--- config.mk ---
export PLATFORM = sky130hd
export DESIGN_NAME = usbpi_power_flags
export DESIGN_NICKNAME = d
export VERILOG_FILES = /design/src/design/usbpi_pkg.sv /design/src/design/usbpi_power_flags.sv
export SDC_FILE = /design/constraint.sdc
export NUM_CORES = 1
export LEC_CHECK = 0
export BUFFER_PORTS_ARGS = -buffer_cell sky130_fd_sc_hd__buf_2
export CORE_ASPECT_RATIO = 0.7
export CORE_MARGIN = 1.5
export CORE_UTILIZATION = 45
export CTS_CLUSTER_DIAMETER = 80
export DETAILED_ROUTE_END_ITERATION = 7
export GPL_ROUTABILITY_DRIVEN = 0
export GPL_TIMING_DRIVEN = 0
export PLACE_DENSITY = 0.67
export SLEW_MARGIN = 20
export SYNTH_ARGS = -nofsm -noshare
export SYNTH_HDL_FRONTEND = slang
export SYNTH_SLANG_ARGS = --single-unit
--- constraint.sdc ---
create_clock -name ref_clk -period 2.4 [get_ports ref_clk]
set_input_delay 0.36 -clock ref_clk [delete_from_list [all_inputs] [get_ports ref_clk]]
set_output_delay 0.36 -clock ref_clk [all_outputs]
set_load 0.05 [all_outputs]
--- src/design/usbpi_pkg.sv ---
// Package: register map, field positions, timing constants and carriers for USB power/flags
package usbpi_pkg;

  // Register byte offsets on the plain register port
  localparam logic [7:0] OFF_POWER_CONTROL = 8'h00;   // usb_power_control
  localparam logic [7:0] OFF_INT_FLAGS     = 8'h04;   // usb_interrupt_flags
  localparam logic [7:0] OFF_INT_ENABLE    = 8'h08;   // per-flag interrupt enables
  localparam logic [7:0] OFF_ERR_ENABLE    = 8'h0C;   // error_enable_register
  localparam logic [7:0] OFF_ERR_STATUS    = 8'h10;   // individual error flags, write 1 to clear
  localparam logic [7:0] OFF_ROLE_CONTROL  = 8'h14;   // host_role_enable in bit 0

  // Power-control field positions
  localparam int PWR_ENABLE_BIT   = 0;
  localparam int PWR_SUSPEND_BIT  = 1;
  localparam int PWR_NOT_RDY_BIT  = 3;
  localparam int PWR_GUARD_BIT    = 4;
  localparam int PWR_ACT_PND_BIT  = 7;

  // Interrupt-flag field positions
  localparam int FLG_RESET_DETACH = 0;
  localparam int FLG_ERROR        = 1;
  localparam int FLG_FRAME_START  = 2;
  localparam int FLG_TOKEN_DONE   = 3;
  localparam int FLG_IDLE         = 4;
  localparam int FLG_RESUME       = 5;
  localparam int FLG_ATTACH       = 6;
  localparam int FLG_STALL        = 7;

  // Values after reset
  localparam logic [7:0]  RST_BYTE = 8'h00;
  localparam logic [31:0] RST_WORD = 32'h0000_0000;

  // Clock and documented times
  localparam int CLK_PERIOD_NS    = 100;
  localparam int LINE_TIME_NS     = 2500;   // resume K, attach quiet, detach/reset SE0
  localparam int IDLE_TIME_MS     = 3;
  localparam int BUSY_TIME_NS     = 1000;   // settle time after disable
  localparam int LINE_CYC = (LINE_TIME_NS + CLK_PERIOD_NS - 1) / CLK_PERIOD_NS;
  localparam int IDLE_CYC_DEF =
    (IDLE_TIME_MS * 1000000 + CLK_PERIOD_NS - 1) / CLK_PERIOD_NS;
  localparam int BUSY_CYC = (BUSY_TIME_NS + CLK_PERIOD_NS - 1) / CLK_PERIOD_NS;

  // Line state, one-hot
  typedef enum logic [3:0] {
    LS_SE0 = 4'b0001,
    LS_J   = 4'b0010,
    LS_K   = 4'b0100,
    LS_SE1 = 4'b1000
  } usbpi_line_t;

  // Events from the packet engine, same clock
  typedef struct packed {
    logic       stall_handshake;   // STALL seen (host) or sent (device) in handshake phase
    logic       token_done;        // current token finished
    logic       frame_start;       // SOF received or SOF threshold reached
    logic [7:0] error_events;      // individual error conditions
  } usbpi_evt_t;

  // Power controls toward clock gate, transceiver and pads
  typedef struct packed {
    logic usb_clk_enable;      // 48 MHz clock gate
    logic xcvr_low_power;
    logic pins_owned;
    logic analog_on;
  } usbpi_phy_t;

endpackage : usbpi_pkg

--- src/design/usbpi_power_flags.sv ---
// USB power-control and interrupt-flag logic with its register port
//
// Our own choices: strobed register access and the register addresses.
`timescale 1ns/10ps
`default_nettype none

module usbpi_power_flags #(
  parameter int IDLE_CYC = usbpi_pkg::IDLE_CYC_DEF
) (
  input  wire logic                ref_clk,
  input  wire logic                reset_n,
  input  wire logic [7:0]          reg_addr,
  input  wire logic [31:0]         reg_wdata,
  input  wire logic                reg_write,
  input  wire logic                reg_read,
  output logic      [31:0]         reg_rdata,
  input  wire logic                usb_dp,
  input  wire logic                usb_dm,
  input  wire usbpi_pkg::usbpi_evt_t engine_evt,
  output usbpi_pkg::usbpi_phy_t    phy_ctrl,
  output logic                     host_role_enable,
  output logic                     sleep_block,
  output logic                     combined_interrupt_request,
  output logic                     token_fifo_advance
);
  import usbpi_pkg::*;

  // All state of the block
  typedef struct packed {
    logic [1:0]  dp_sync;
    logic [1:0]  dm_sync;
    usbpi_line_t line;
    logic [15:0] line_cnt;
    logic        module_enable;
    logic        suspend_request;
    logic        sleep_guard;
    logic [3:0]  busy_cnt;
    logic        activity_pending;
    logic        host_role;
    logic        attached;
    logic [7:0]  flags;
    logic [7:0]  int_enable;
    logic [7:0]  err_enable;
    logic [7:0]  err_status;
    logic        fifo_adv;
    logic [31:0] rdata;
  } usbpi_state_t;

  usbpi_state_t s_q;
  usbpi_state_t s_d;

  // Address match, shared by read and write decode
  function automatic logic hit(input logic [7:0] addr, input logic [7:0] off);
    hit = (addr == off);
  endfunction : hit

  // Line state from the synchronised pins (full-speed polarity)
  function automatic usbpi_line_t decode_line(input logic dp, input logic dm);
    usbpi_line_t ls;
    ls = LS_SE1;
    if (!dp && !dm) begin
      ls = LS_SE0;
    end else if (dp && !dm) begin
      ls = LS_J;
    end else if (!dp && dm) begin
      ls = LS_K;
    end
    decode_line = ls;
  endfunction : decode_line

  logic [15:0] line_thr;
  logic [15:0] idle_thr;
  logic [3:0]  busy_init;
  assign line_thr  = 16'(LINE_CYC);
  assign idle_thr  = 16'(IDLE_CYC);
  assign busy_init = 4'(BUSY_CYC);

  // Combinational intermediates
  usbpi_line_t ls_now;
  logic        wr_pwr;
  logic        wr_flg;
  logic        wr_ie;
  logic        wr_ee;
  logic        wr_es;
  logic        wr_role;
  logic        stable;
  logic        line_hit;
  logic        idle_hit;
  logic        activity;
  logic        err_summary;
  logic [7:0]  flag_view;
  logic [7:0]  set_mask;
  logic [7:0]  clr_mask;
  logic [7:0]  pwr_view;

  always_comb begin
    ls_now   = decode_line(s_q.dp_sync[1], s_q.dm_sync[1]);
    wr_pwr   = reg_write && hit(reg_addr, OFF_POWER_CONTROL);
    wr_flg   = reg_write && hit(reg_addr, OFF_INT_FLAGS);
    wr_ie    = reg_write && hit(reg_addr, OFF_INT_ENABLE);
    wr_ee    = reg_write && hit(reg_addr, OFF_ERR_ENABLE);
    wr_es    = reg_write && hit(reg_addr, OFF_ERR_STATUS);
    wr_role  = reg_write && hit(reg_addr, OFF_ROLE_CONTROL);
    stable   = (ls_now == s_q.line);
    // Threshold crossings fire once, on the edge the count reaches them
    line_hit = stable && (s_q.line_cnt == line_thr - 16'h0001);
    idle_hit = stable && (s_q.line_cnt == idle_thr - 16'h0001);
    activity = s_q.module_enable && !stable;
    err_summary = |(s_q.err_status & s_q.err_enable);
    flag_view = s_q.flags;
    flag_view[FLG_ERROR] = err_summary;
    pwr_view = RST_BYTE;
    pwr_view[PWR_ENABLE_BIT]  = s_q.module_enable;
    pwr_view[PWR_SUSPEND_BIT] = s_q.suspend_request;
    pwr_view[PWR_NOT_RDY_BIT] = s_q.module_enable || (s_q.busy_cnt != 4'h0);
    pwr_view[PWR_GUARD_BIT]   = s_q.sleep_guard;
    pwr_view[PWR_ACT_PND_BIT] = s_q.activity_pending;

    // Hardware set events; nothing is flagged while the module is off
    set_mask = RST_BYTE;
    if (s_q.module_enable) begin
      set_mask[FLG_STALL]       = engine_evt.stall_handshake && !s_q.suspend_request;
      set_mask[FLG_TOKEN_DONE]  = engine_evt.token_done && !s_q.suspend_request;
      set_mask[FLG_FRAME_START] = engine_evt.frame_start && !s_q.suspend_request;
      set_mask[FLG_RESUME]      = line_hit && (s_q.line == LS_K);
      set_mask[FLG_IDLE]        = idle_hit && (s_q.line == LS_J);
      set_mask[FLG_ATTACH]      = s_q.host_role && !s_q.attached && line_hit &&
                                  (s_q.line != LS_SE0);
      if (s_q.host_role) begin
        set_mask[FLG_RESET_DETACH] = s_q.attached && line_hit && (s_q.line == LS_SE0);
      end else begin
        set_mask[FLG_RESET_DETACH] = line_hit && (s_q.line == LS_SE0);
      end
    end
    // Write 1 clears; error summary bit is not writable
    clr_mask = wr_flg ? reg_wdata[7:0] : RST_BYTE;
    clr_mask[FLG_ERROR] = 1'b0;

    s_d = s_q;

    // Two-flop synchronisers on the data-line pins
    s_d.dp_sync = {s_q.dp_sync[0], usb_dp};
    s_d.dm_sync = {s_q.dm_sync[0], usb_dm};

    // Line-state stability counter, saturating at the idle threshold
    s_d.line = ls_now;
    if (!stable) begin
      s_d.line_cnt = 16'h0000;
    end else if (s_q.line_cnt < idle_thr) begin
      s_d.line_cnt = s_q.line_cnt + 16'h0001;
    end

    // Power-control writes; status bits are read-only
    if (wr_pwr) begin
      s_d.module_enable   = reg_wdata[PWR_ENABLE_BIT];
      s_d.suspend_request = reg_wdata[PWR_SUSPEND_BIT];
      s_d.sleep_guard     = reg_wdata[PWR_GUARD_BIT];
    end

    // Settle time after disable keeps not-ready high
    if (s_q.module_enable && !s_d.module_enable) begin
      s_d.busy_cnt = busy_init;
    end else if (s_q.busy_cnt != 4'h0) begin
      s_d.busy_cnt = s_q.busy_cnt - 4'h1;
    end

    // Activity while suspended is pending until the resume flag is raised
    if (!s_q.module_enable || !s_q.suspend_request) begin
      s_d.activity_pending = 1'b0;
    end else if (activity) begin
      s_d.activity_pending = 1'b1;
    end else if (set_mask[FLG_RESUME]) begin
      s_d.activity_pending = 1'b0;
    end

    // Attachment tracking for the host-role detach flag
    if (!s_q.host_role || !s_q.module_enable) begin
      s_d.attached = 1'b0;
    end else if (set_mask[FLG_ATTACH]) begin
      s_d.attached = 1'b1;
    end else if (set_mask[FLG_RESET_DETACH]) begin
      s_d.attached = 1'b0;
    end

    // Set wins over a clear in the same cycle
    s_d.flags = (s_q.flags & ~clr_mask) | set_mask;
    s_d.flags[FLG_ERROR] = 1'b0;

    // Token FIFO advances when software clears a set token flag
    s_d.fifo_adv = wr_flg && reg_wdata[FLG_TOKEN_DONE] && s_q.flags[FLG_TOKEN_DONE];

    // Enables and individual errors
    if (wr_ie) begin
      s_d.int_enable = reg_wdata[7:0];
    end
    if (wr_ee) begin
      s_d.err_enable = reg_wdata[7:0];
    end
    if (wr_role) begin
      s_d.host_role = reg_wdata[0];
    end
    s_d.err_status = (s_q.err_status & ~(wr_es ? reg_wdata[7:0] : RST_BYTE)) |
                     (s_q.module_enable ? engine_evt.error_events : RST_BYTE);

    // Read data, presented one cycle after the strobe; unmapped reads 0
    s_d.rdata = RST_WORD;
    if (reg_read) begin
      if (hit(reg_addr, OFF_POWER_CONTROL)) begin
        s_d.rdata = {24'h00_0000, pwr_view};
      end else if (hit(reg_addr, OFF_INT_FLAGS)) begin
        s_d.rdata = {24'h00_0000, flag_view};
      end else if (hit(reg_addr, OFF_INT_ENABLE)) begin
        s_d.rdata = {24'h00_0000, s_q.int_enable};
      end else if (hit(reg_addr, OFF_ERR_ENABLE)) begin
        s_d.rdata = {24'h00_0000, s_q.err_enable};
      end else if (hit(reg_addr, OFF_ERR_STATUS)) begin
        s_d.rdata = {24'h00_0000, s_q.err_status};
      end else if (hit(reg_addr, OFF_ROLE_CONTROL)) begin
        s_d.rdata = {31'h0000_0000, s_q.host_role};
      end
    end
  end

  // Single state register; reset loads constants only
  always_ff @(posedge ref_clk or negedge reset_n) begin
    if (!reset_n) begin
      s_q <= '{dp_sync: 2'b00, dm_sync: 2'b00, line: LS_SE0, line_cnt: 16'h0000,
               module_enable: 1'b0, suspend_request: 1'b0, sleep_guard: 1'b0,
               busy_cnt: 4'h0, activity_pending: 1'b0, host_role: 1'b0,
               attached: 1'b0, flags: RST_BYTE, int_enable: RST_BYTE,
               err_enable: RST_BYTE, err_status: RST_BYTE, fifo_adv: 1'b0,
               rdata: RST_WORD};
    end else begin
      s_q <= s_d;
    end
  end

  // Power controls; disabled module holds everything inactive
  assign phy_ctrl.usb_clk_enable = s_q.module_enable && !s_q.suspend_request;
  assign phy_ctrl.xcvr_low_power = !s_q.module_enable || s_q.suspend_request;
  assign phy_ctrl.pins_owned     = s_q.module_enable;
  assign phy_ctrl.analog_on      = s_q.module_enable;

  // Error summary reaches the request only through its own enable
  assign combined_interrupt_request = s_q.module_enable &&
                                      (|(flag_view & s_q.int_enable));

  // Guard blocks sleep on activity or any pending flag whose interrupt enable is set
  assign sleep_block = s_q.sleep_guard && s_q.module_enable &&
                       (s_q.activity_pending || activity ||
                        (|(flag_view & s_q.int_enable)));

  assign host_role_enable   = s_q.host_role;
  assign token_fifo_advance = s_q.fifo_adv;
  assign reg_rdata          = s_q.rdata;

endmodule : usbpi_power_flags

`default_nettype wire

==> results of run 1 <==
[cells in the final DEF (no fill, tap or decap), types with 4 or more instances in the layout]
master | synthesis | routed
nand3b_1 | 4 | 4
ha_1 | 4 | 4
clkbuf_1 | 6 | 4
xnor2_1 | 9 | 9
a211oi_1 | 4 | 4
dfrtp_1 | 73 | 72
a22oi_1 | 6 | 6
conb_1 | 1 | 24
nand4_1 | 4 | 4
a31oi_1 | 4 | 4
nor3_1 | 11 | 11
nand2_1 | 35 | 35
mux2_2 | 20 | 20
a22o_1 | 12 | 12
nor2_1 | 41 | 40
nor2b_1 | 12 | 12
mux2i_1 | 5 | 5
buf_4 | 34 | 37
and3b_1 | 4 | 4
inv_1 | 13 | 13
o21ai_0 | 13 | 12
nand3_1 | 6 | 6
a21oi_1 | 19 | 18
and3_1 | 4 | 4
nand2b_1 | 4 | 4
buf_1 | 4 | 4
clkbuf_16 | 0 | 9
buf_2 | 2 | 47
[registers in the layout, summed over array words and instances (netlist names)]
name / flops
flag_view: 7
token_fifo_advance: 1
reg_rdata: 8
host_role_enable: 1
phy_ctrl: 1
pwr_view: 3
s_d: 2
s_q: 51
[per-layer routing]
metal | part of all wire (%) | up-vias
met2 | 43 | 108
met3 | 6.5 | 10
li1 | - | 1558
met1 | 49 | 1578
met5 | 0 | -
met4 | 1.0 | 0
[metrics by stage]
| stage | setup slack, ns | hold slack, ns | power (µW) | std cells |
|---|---|---|---|---|
| 2_1_floorplan | 0.0337 | 0.0644 | 1920 | 428 |
| 3_3_place_gp | 0.172 | 0.335 | 2070 | 596 |
| 3_5_place_dp | 0.127 | 0.335 | 2100 | 597 |
| 4_1_cts | 0.0166 | 0.112 | 3470 | 615 |
| 5_1_grt | 0.0222 | 0.110 | 3610 | 614 |
| 6_report | 0.0951 | 0.120 | 3450 | 614 |
[worst max-delay path by stage]
stage	start	endpoint	depth (start not counted)
after floorplan	s_q[91]	sleep_block	6
final	s_q[91]	sleep_block	6
after global placement	phy_ctrl[0]	sleep_block	5
after global routing	s_q[91]	sleep_block	6
after detailed placement	phy_ctrl[0]	sleep_block	5
after CTS	s_q[91]	sleep_block	7
[cell type report]
class | count | area [µm²] | share of cell area (%)
clock inverter | 6 | 66.3 | 1.34
clock buffer | 10 | 239 | 4.84
buffer | 45 | 307 | 6.21
tap | 120 | 150 | 3.04
inverter | 13 | 48.8 | 0.988
multi-input combinational | 294 | 1980 | 40.1
timing repair buffer | 52 | 294 | 5.95
sequential | 74 | 1850 | 37.5
[where the power goes]
part	total [µW]	leakage (µW)	internal, µW	switching [µW]
Combinational	574	0.00120	242	332
Sequential	1520	0.000973	1380	135
Clock	1360	0.000141	832	529
[kinds of logic (layout without fill, tap and decap cells)]
group,Yosys count,after routing,synth area share [%]
mux,27,27,7.27
buf+inv,60,126,8.85
xor+xnor,9,9,1.92
other cells,1,24,0.0915
compound gates,80,80,14.8
flops,74,74,45.2
fa+ha+maj,4,4,1.22
simple gates,150,150,20.6
[timing repair]
item	CTS	global route
pin swaps	1	1
hold buffers	1	0
buffers inserted	2	0
setup endpoints to repair	2	1
gates resized for setup	9	1
gates cloned	0	0
endpoints found under the hold margin	36	0
==> qor.csv, run 1 <==
stage,metric,value,unit
synth,synth.largest_area_cell,dfrtp_1,
placement,dpl_cell_area,4600,µm²
worst_setup_path,crit_path_start_kind,flop,
clock_tree,cts_buffers,9,
clock_tree,cts_tree,done,
worst_setup_path,r2r_end,s_q[65],
synth,synthDistinctLibCells,60,
worst_setup_path,required,2.04,ns
timing,setup_tns,0,ns
finish,fillers,757,
finish,syn2layout_area_growth,20.5,%
detailed_routing,drt-total-wl,9630,µm
timing,drv_slew,0,
worst_hold_path,whs_endpoint,s_d[96],
detailed_routing,drt_iter0_markers,238,
floorplan,die_w,117,µm
grt,grt_pass1_vias,2998,
power_and_ir_drop,leakagePower,0.00232,µW
worst_setup_path,path_delay_family,flip-flops,
worst_setup_path,timing.rr.start,s_q[75],
synth,syn-mean-instance-area,10.1,µm²
synth,synth.most_common_cell,dfrtp_1,
finish,drive_gt1_share,30.6,%
grt,globalRouteMet2Util,29.1,%
timing,period_share,96.0,%
timing,rsz0062_at_grt,no,
floorplan,ios,97,
detailed_routing,vias,3254,
synth,synth.area.top_cells,"dfrtp_1 45%, buf_4 6.2%, mux2_2 5.5%",
timing,finalHoldViolCount,0,
synth,syn_inst,405,
timing,setup_violations,0,
clock_tree,clock_sinks,74,
detailed_routing,dr.pass1.iters,5,
synth,synth_seq_cells,74,
clock_tree,cts_max_level,3,
grt,grt_remaining_overflow,0,
grt,grt.total_usage,21.2,%
worst_hold_path,worstHoldStart,usb_dm,
grt,use_met3,5.77,%
grt,grt_use_met1,32.2,%
worst_setup_path,crit_arrival,1.94,ns
synth,synth_common_cells,"73 x dfrtp_1, 41 x nor2_1, 35 x nand2_1",
placement,dp_hpwl,7210,µm
placement,port_buffers,48,
clock_tree,insertion_delay,0.34,ns
finish,fin_nets,550,
timing,fmax,0.434,GHz
finish,diodes,0,
worst_setup_path,crit_chain,nor3b_1 > a32oi_1 > and2_4 > nor2_2 > a21oi_2 > buf_6,
worst_setup_path,crit_type,flop to output port,
worst_setup_path,max_stage_delay,0.57,ns
grt,grt_pass1_wl,15600,µm
worst_setup_path,r2r_cells,7,
worst_setup_path,r2r_slack,0.41,ns
worst_setup_path,end_kind,output port,
floorplan,die_height,82.8,µm
clock_tree,clk_pin_slew_worst_paths,0.06,ns
detailed_routing,drcViolationCount,0,
flow_run,maxCapViolations,0,
synth,ys.flop_type,dfrtp_1,
floorplan,placeableCoreArea,8650,µm²
clock_tree,cts_buffer_depth,2,
detailed_routing,final_antenna_net_count,0,
grt,grt_max_degree,39,
synth,synthesis.area,4100,µm²
clock_tree,root_buffer,clkbuf_16,
worst_setup_path,path_max_fanout,13,
floorplan,rows,28,
timing,worst_pin_slew,0.650,ns
worst_setup_path,worst-path-buf-inv,1,
grt,antenna_found_initial,0,
power_and_ir_drop,p_per_area,699,nW/µm²
timing,period_needed,2.30,ns
synth,async_flop_share,100,%
timing,slew_headroom,56.4,%
detailed_routing,routed_via_density,5.30,
grt,top_usage_layer,met1,
detailed_routing,avgRoutedWirePerCell,15.7,µm
synth,ys_seq_area_share,45.2,%
synth,synth-edff-count,0,
timing,clock_skew,0.00596,ns
floorplan,start_util,47.4,%
worst_setup_path,cp_slowest_cell,dfstp_2,
finish,final_util,57.1,%
floorplan,dieArea,9700,µm²
synth,synth_top_area_share,44.6,%
worst_hold_path,hold_depth,1,
status,outcome,"finished, final reports clean",
power_and_ir_drop,peakVddDrop,0.330,mV
synth,yosysWarnings,0,
finish,finalInstanceArea,4940,µm²
worst_hold_path,hp-class,primary input to flop,
Note: power is estimated with default switching activity, not from simulation.
==> run 2: changes to the inputs <==
--- a/config.mk
+++ b/config.mk
@@ -13,7 +13,7 @@
 export DETAILED_ROUTE_END_ITERATION = 7
 export GPL_ROUTABILITY_DRIVEN = 0
 export GPL_TIMING_DRIVEN = 0
-export PLACE_DENSITY = 0.67
+export PLACE_DENSITY = 0.69
 export SLEW_MARGIN = 20
 export SYNTH_ARGS = -nofsm -noshare
 export SYNTH_HDL_FRONTEND = slang
==> constraint.sdc (replaced) <==
create_clock -name ref_clk -period 1.85 [get_ports ref_clk]
set_input_delay 0.2775 -clock ref_clk [delete_from_list [all_inputs] [get_ports ref_clk]]
set_output_delay 0.2775 -clock ref_clk [all_outputs]
set_load 0.05 [all_outputs]
==> run 2 against run 1 <==
The flow now finishes with violations (setup timing). Sequential cell count unchanged. Global-route usage increased by 1.1 points. Routed wire length increased by 6.2%. Critical path type unchanged. Largest cell class unchanged.
==> qor.csv, run 2 (synthesis gave the netlist of run 1 again) <==
stage,metric,value,unit
worst_hold_path,worstHoldStart,usb_dm,
worst_setup_path,r2r_slack,-0.14,ns
detailed_routing,vias,3373,
clock_tree,clk_pin_slew_worst_paths,0.06,ns
grt,grt_max_degree,40,
worst_setup_path,r2r_end,s_q[65],
finish,final_cell_mix,"66 x dfrtp_1, 52 x buf_4, 46 x buf_2, 40 x nor2_1, 33 x nand2_1",
clock_tree,cts_tree,done,
clock_tree,cts_max_level,3,
floorplan,dieArea,9700,µm²
flow_run,maxCapViolations,0,
grt,antenna_found_initial,0,
finish,final_common_cell,dfrtp_1,
floorplan,rows,28,
detailed_routing,final_antenna_net_count,0,
grt,grt_remaining_overflow,0,
worst_hold_path,whs_endpoint,s_d[96],
power_and_ir_drop,clkPwrFrac,41.0,%
worst_setup_path,max_stage_delay,0.58,ns
power_and_ir_drop,p_total,4690,µW
grt,grt.total_usage,22.3,%
floorplan,placeableCoreArea,8650,µm²
finish,fin_nets,565,
floorplan,die_w,117,µm
worst_setup_path,cp_slowest_cell,dfstp_2,
timing,period_needed,2.17,ns
worst_setup_path,crit_chain,nor4b_4 > a32oi_2 > and2_4 > buf_6 > nor2_4 > a21oi_4 > buf_6,
timing,setup_violations,6,
placement,place_inst,597,
timing,worst_pin_slew,0.601,ns
floorplan,ios,97,
finish,syn2layout_area_growth,29.0,%
timing,period_share,117,%
detailed_routing,routed_via_density,5.36,
detailed_routing,drcViolationCount,0,
timing,drv_slew,0,
placement,dp_hpwl,7160,µm
timing,fmax,0.461,GHz
detailed_routing,avgRoutedWirePerCell,16.3,µm
power_and_ir_drop,power_switching,1340,µW
detailed_routing,dr.pass1.iters,5,
timing,slew_headroom,59.6,%
worst_setup_path,r2r_cells,7,
detailed_routing,drt_iter0_markers,193,
worst_setup_path,crit_arrival,1.89,ns
worst_setup_path,required,1.57,ns
power_and_ir_drop,p_seq_share,42.0,%
floorplan,start_util,47.4,%
clock_tree,root_buffer,clkbuf_16,
clock_tree,clock_sinks,74,
timing,setup_slack,-0.317,ns
timing,hold_slack,0.0396,ns
timing,setup_tns,-0.728,ns
power_and_ir_drop,comb_power_share,17.0,%
worst_setup_path,cp_common_cell,buf_6,
status,violations,setup timing,
timing,finalHoldViolCount,0,
grt,grt_pass1_vias,3107,
finish,diodes,0,
worst_setup_path,end_kind,output port,
power_and_ir_drop,peakVddDrop,0.677,mV
worst_setup_path,path_max_fanout,5,
finish,largest_register_ffs,51,
floorplan,die_height,82.8,µm
worst_hold_path,hp-class,primary input to flop,
power_and_ir_drop,p_int,3350,µW
worst_setup_path,timing.rr.start,s_q[76],
power_and_ir_drop,switching_share,28.5,%
finish,final_cells,629,
worst_setup_path,crit_path_start_kind,flop,
detailed_routing,drt-total-wl,10200,µm
power_and_ir_drop,leakagePower,0.00247,µW
clock_tree,cts_buffer_depth,2,
finish,regMostFlops,s_q,
worst_setup_path,crit_type,flop to output port,
finish,finalInstanceArea,5290,µm²
timing,rsz0062_at_grt,yes,
placement,dpl_cell_area,4620,µm²
grt,grt_pass1_wl,16400,µm
timing,clock_skew,0.00684,ns
placement,port_buffers,48,
worst_hold_path,hold_depth,1,
status,outcome,finished with violations,
finish,drive_gt1_share,37.7,%
clock_tree,insertion_delay,0.34,ns
clock_tree,cts_buffers,9,
power_and_ir_drop,p_per_area,887,nW/µm²
[run 2: changes by cell type in the layout (fill, tap and decap cells not counted), moves of 3 or more]
cell,delta
a2111oi_4,+3
a2111oi_2,-3
clkinvlp_4,-3
buf_4,+15
dfrtp_1,-6
a21oi_1,-3
dfrtp_2,+6
[run 2: layout make-up]
cell class                 instances  area (µm²)
timing repair buffer              68         445
inverter                          13        48.8
clock inverter                     6        87.6
fill                             719        3370
buffer                            44         314
tap                              120         150
multi-input combinational        294        2140
clock buffer                      10         239
sequential                        74        1860
[run 2: routing by layer]
| layer | GRT usage (%) | share of wire, % | vias to the layer above |
|---|---|---|---|
| li1 | - | - | 1587 |
| met1 | 33.6 | 49 | 1647 |
| met3 | 5.62 | 6.8 | 10 |
| met2 | 32.0 | 43 | 129 |
| met4 | 6.02 | 1.2 | 0 |
| met5 | 0 | 0 | - |
[run 2: critical path, delay by kind of cell (launching register included)]
family / cells / cell delay (ns)
flops: 1 / 0.58
buf+inv: 2 / 0.27
compound gates: 2 / 0.16
simple gates: 3 / 0.53
[run 2: worst max-delay path by stage]
stage	startpoint	endpoint	slack, ns	depth (start not counted)
after global routing	s_q[94]	sleep_block	-0.40	7
after floorplan	s_q[91]	sleep_block	-0.02	6
after global placement	phy_ctrl[0]	sleep_block	-0.40	5
after detailed placement	phy_ctrl[0]	sleep_block	-0.42	5
after CTS	s_q[91]	sleep_block	-0.34	7
final	s_q[91]	sleep_block	-0.32	7
[run 2: what timing repair did]
action | in CTS | in global routing
buffers inserted | 10 | 8
hold buffers | 1 | 0
endpoints found under the setup margin | 21 | 24
endpoints found under the hold margin | 34 | 0
resized for setup | 23 | 23
pin swaps | 10 | 16
[run 2: through the flow]
stage / utilization [%] / setup slack, ns
3_5_place_dp: 53.4 / -0.419
6_report: 61.1 / -0.317
4_1_cts: 59.4 / -0.340
2_1_floorplan: - / -0.0157
5_1_grt: 61.1 / -0.405
3_3_place_gp: 53.1 / -0.405
[run 2: power groups by stage]
stage          logic [µW]  registers (µW)  clock network (µW)
2_1_floorplan         570            1920                   0
3_3_place_gp          717            1980                   0
3_5_place_dp          749            1980                   0
4_1_cts               779            1960                1940
5_1_grt               884            1990                2010
6_report              798            1970                1920
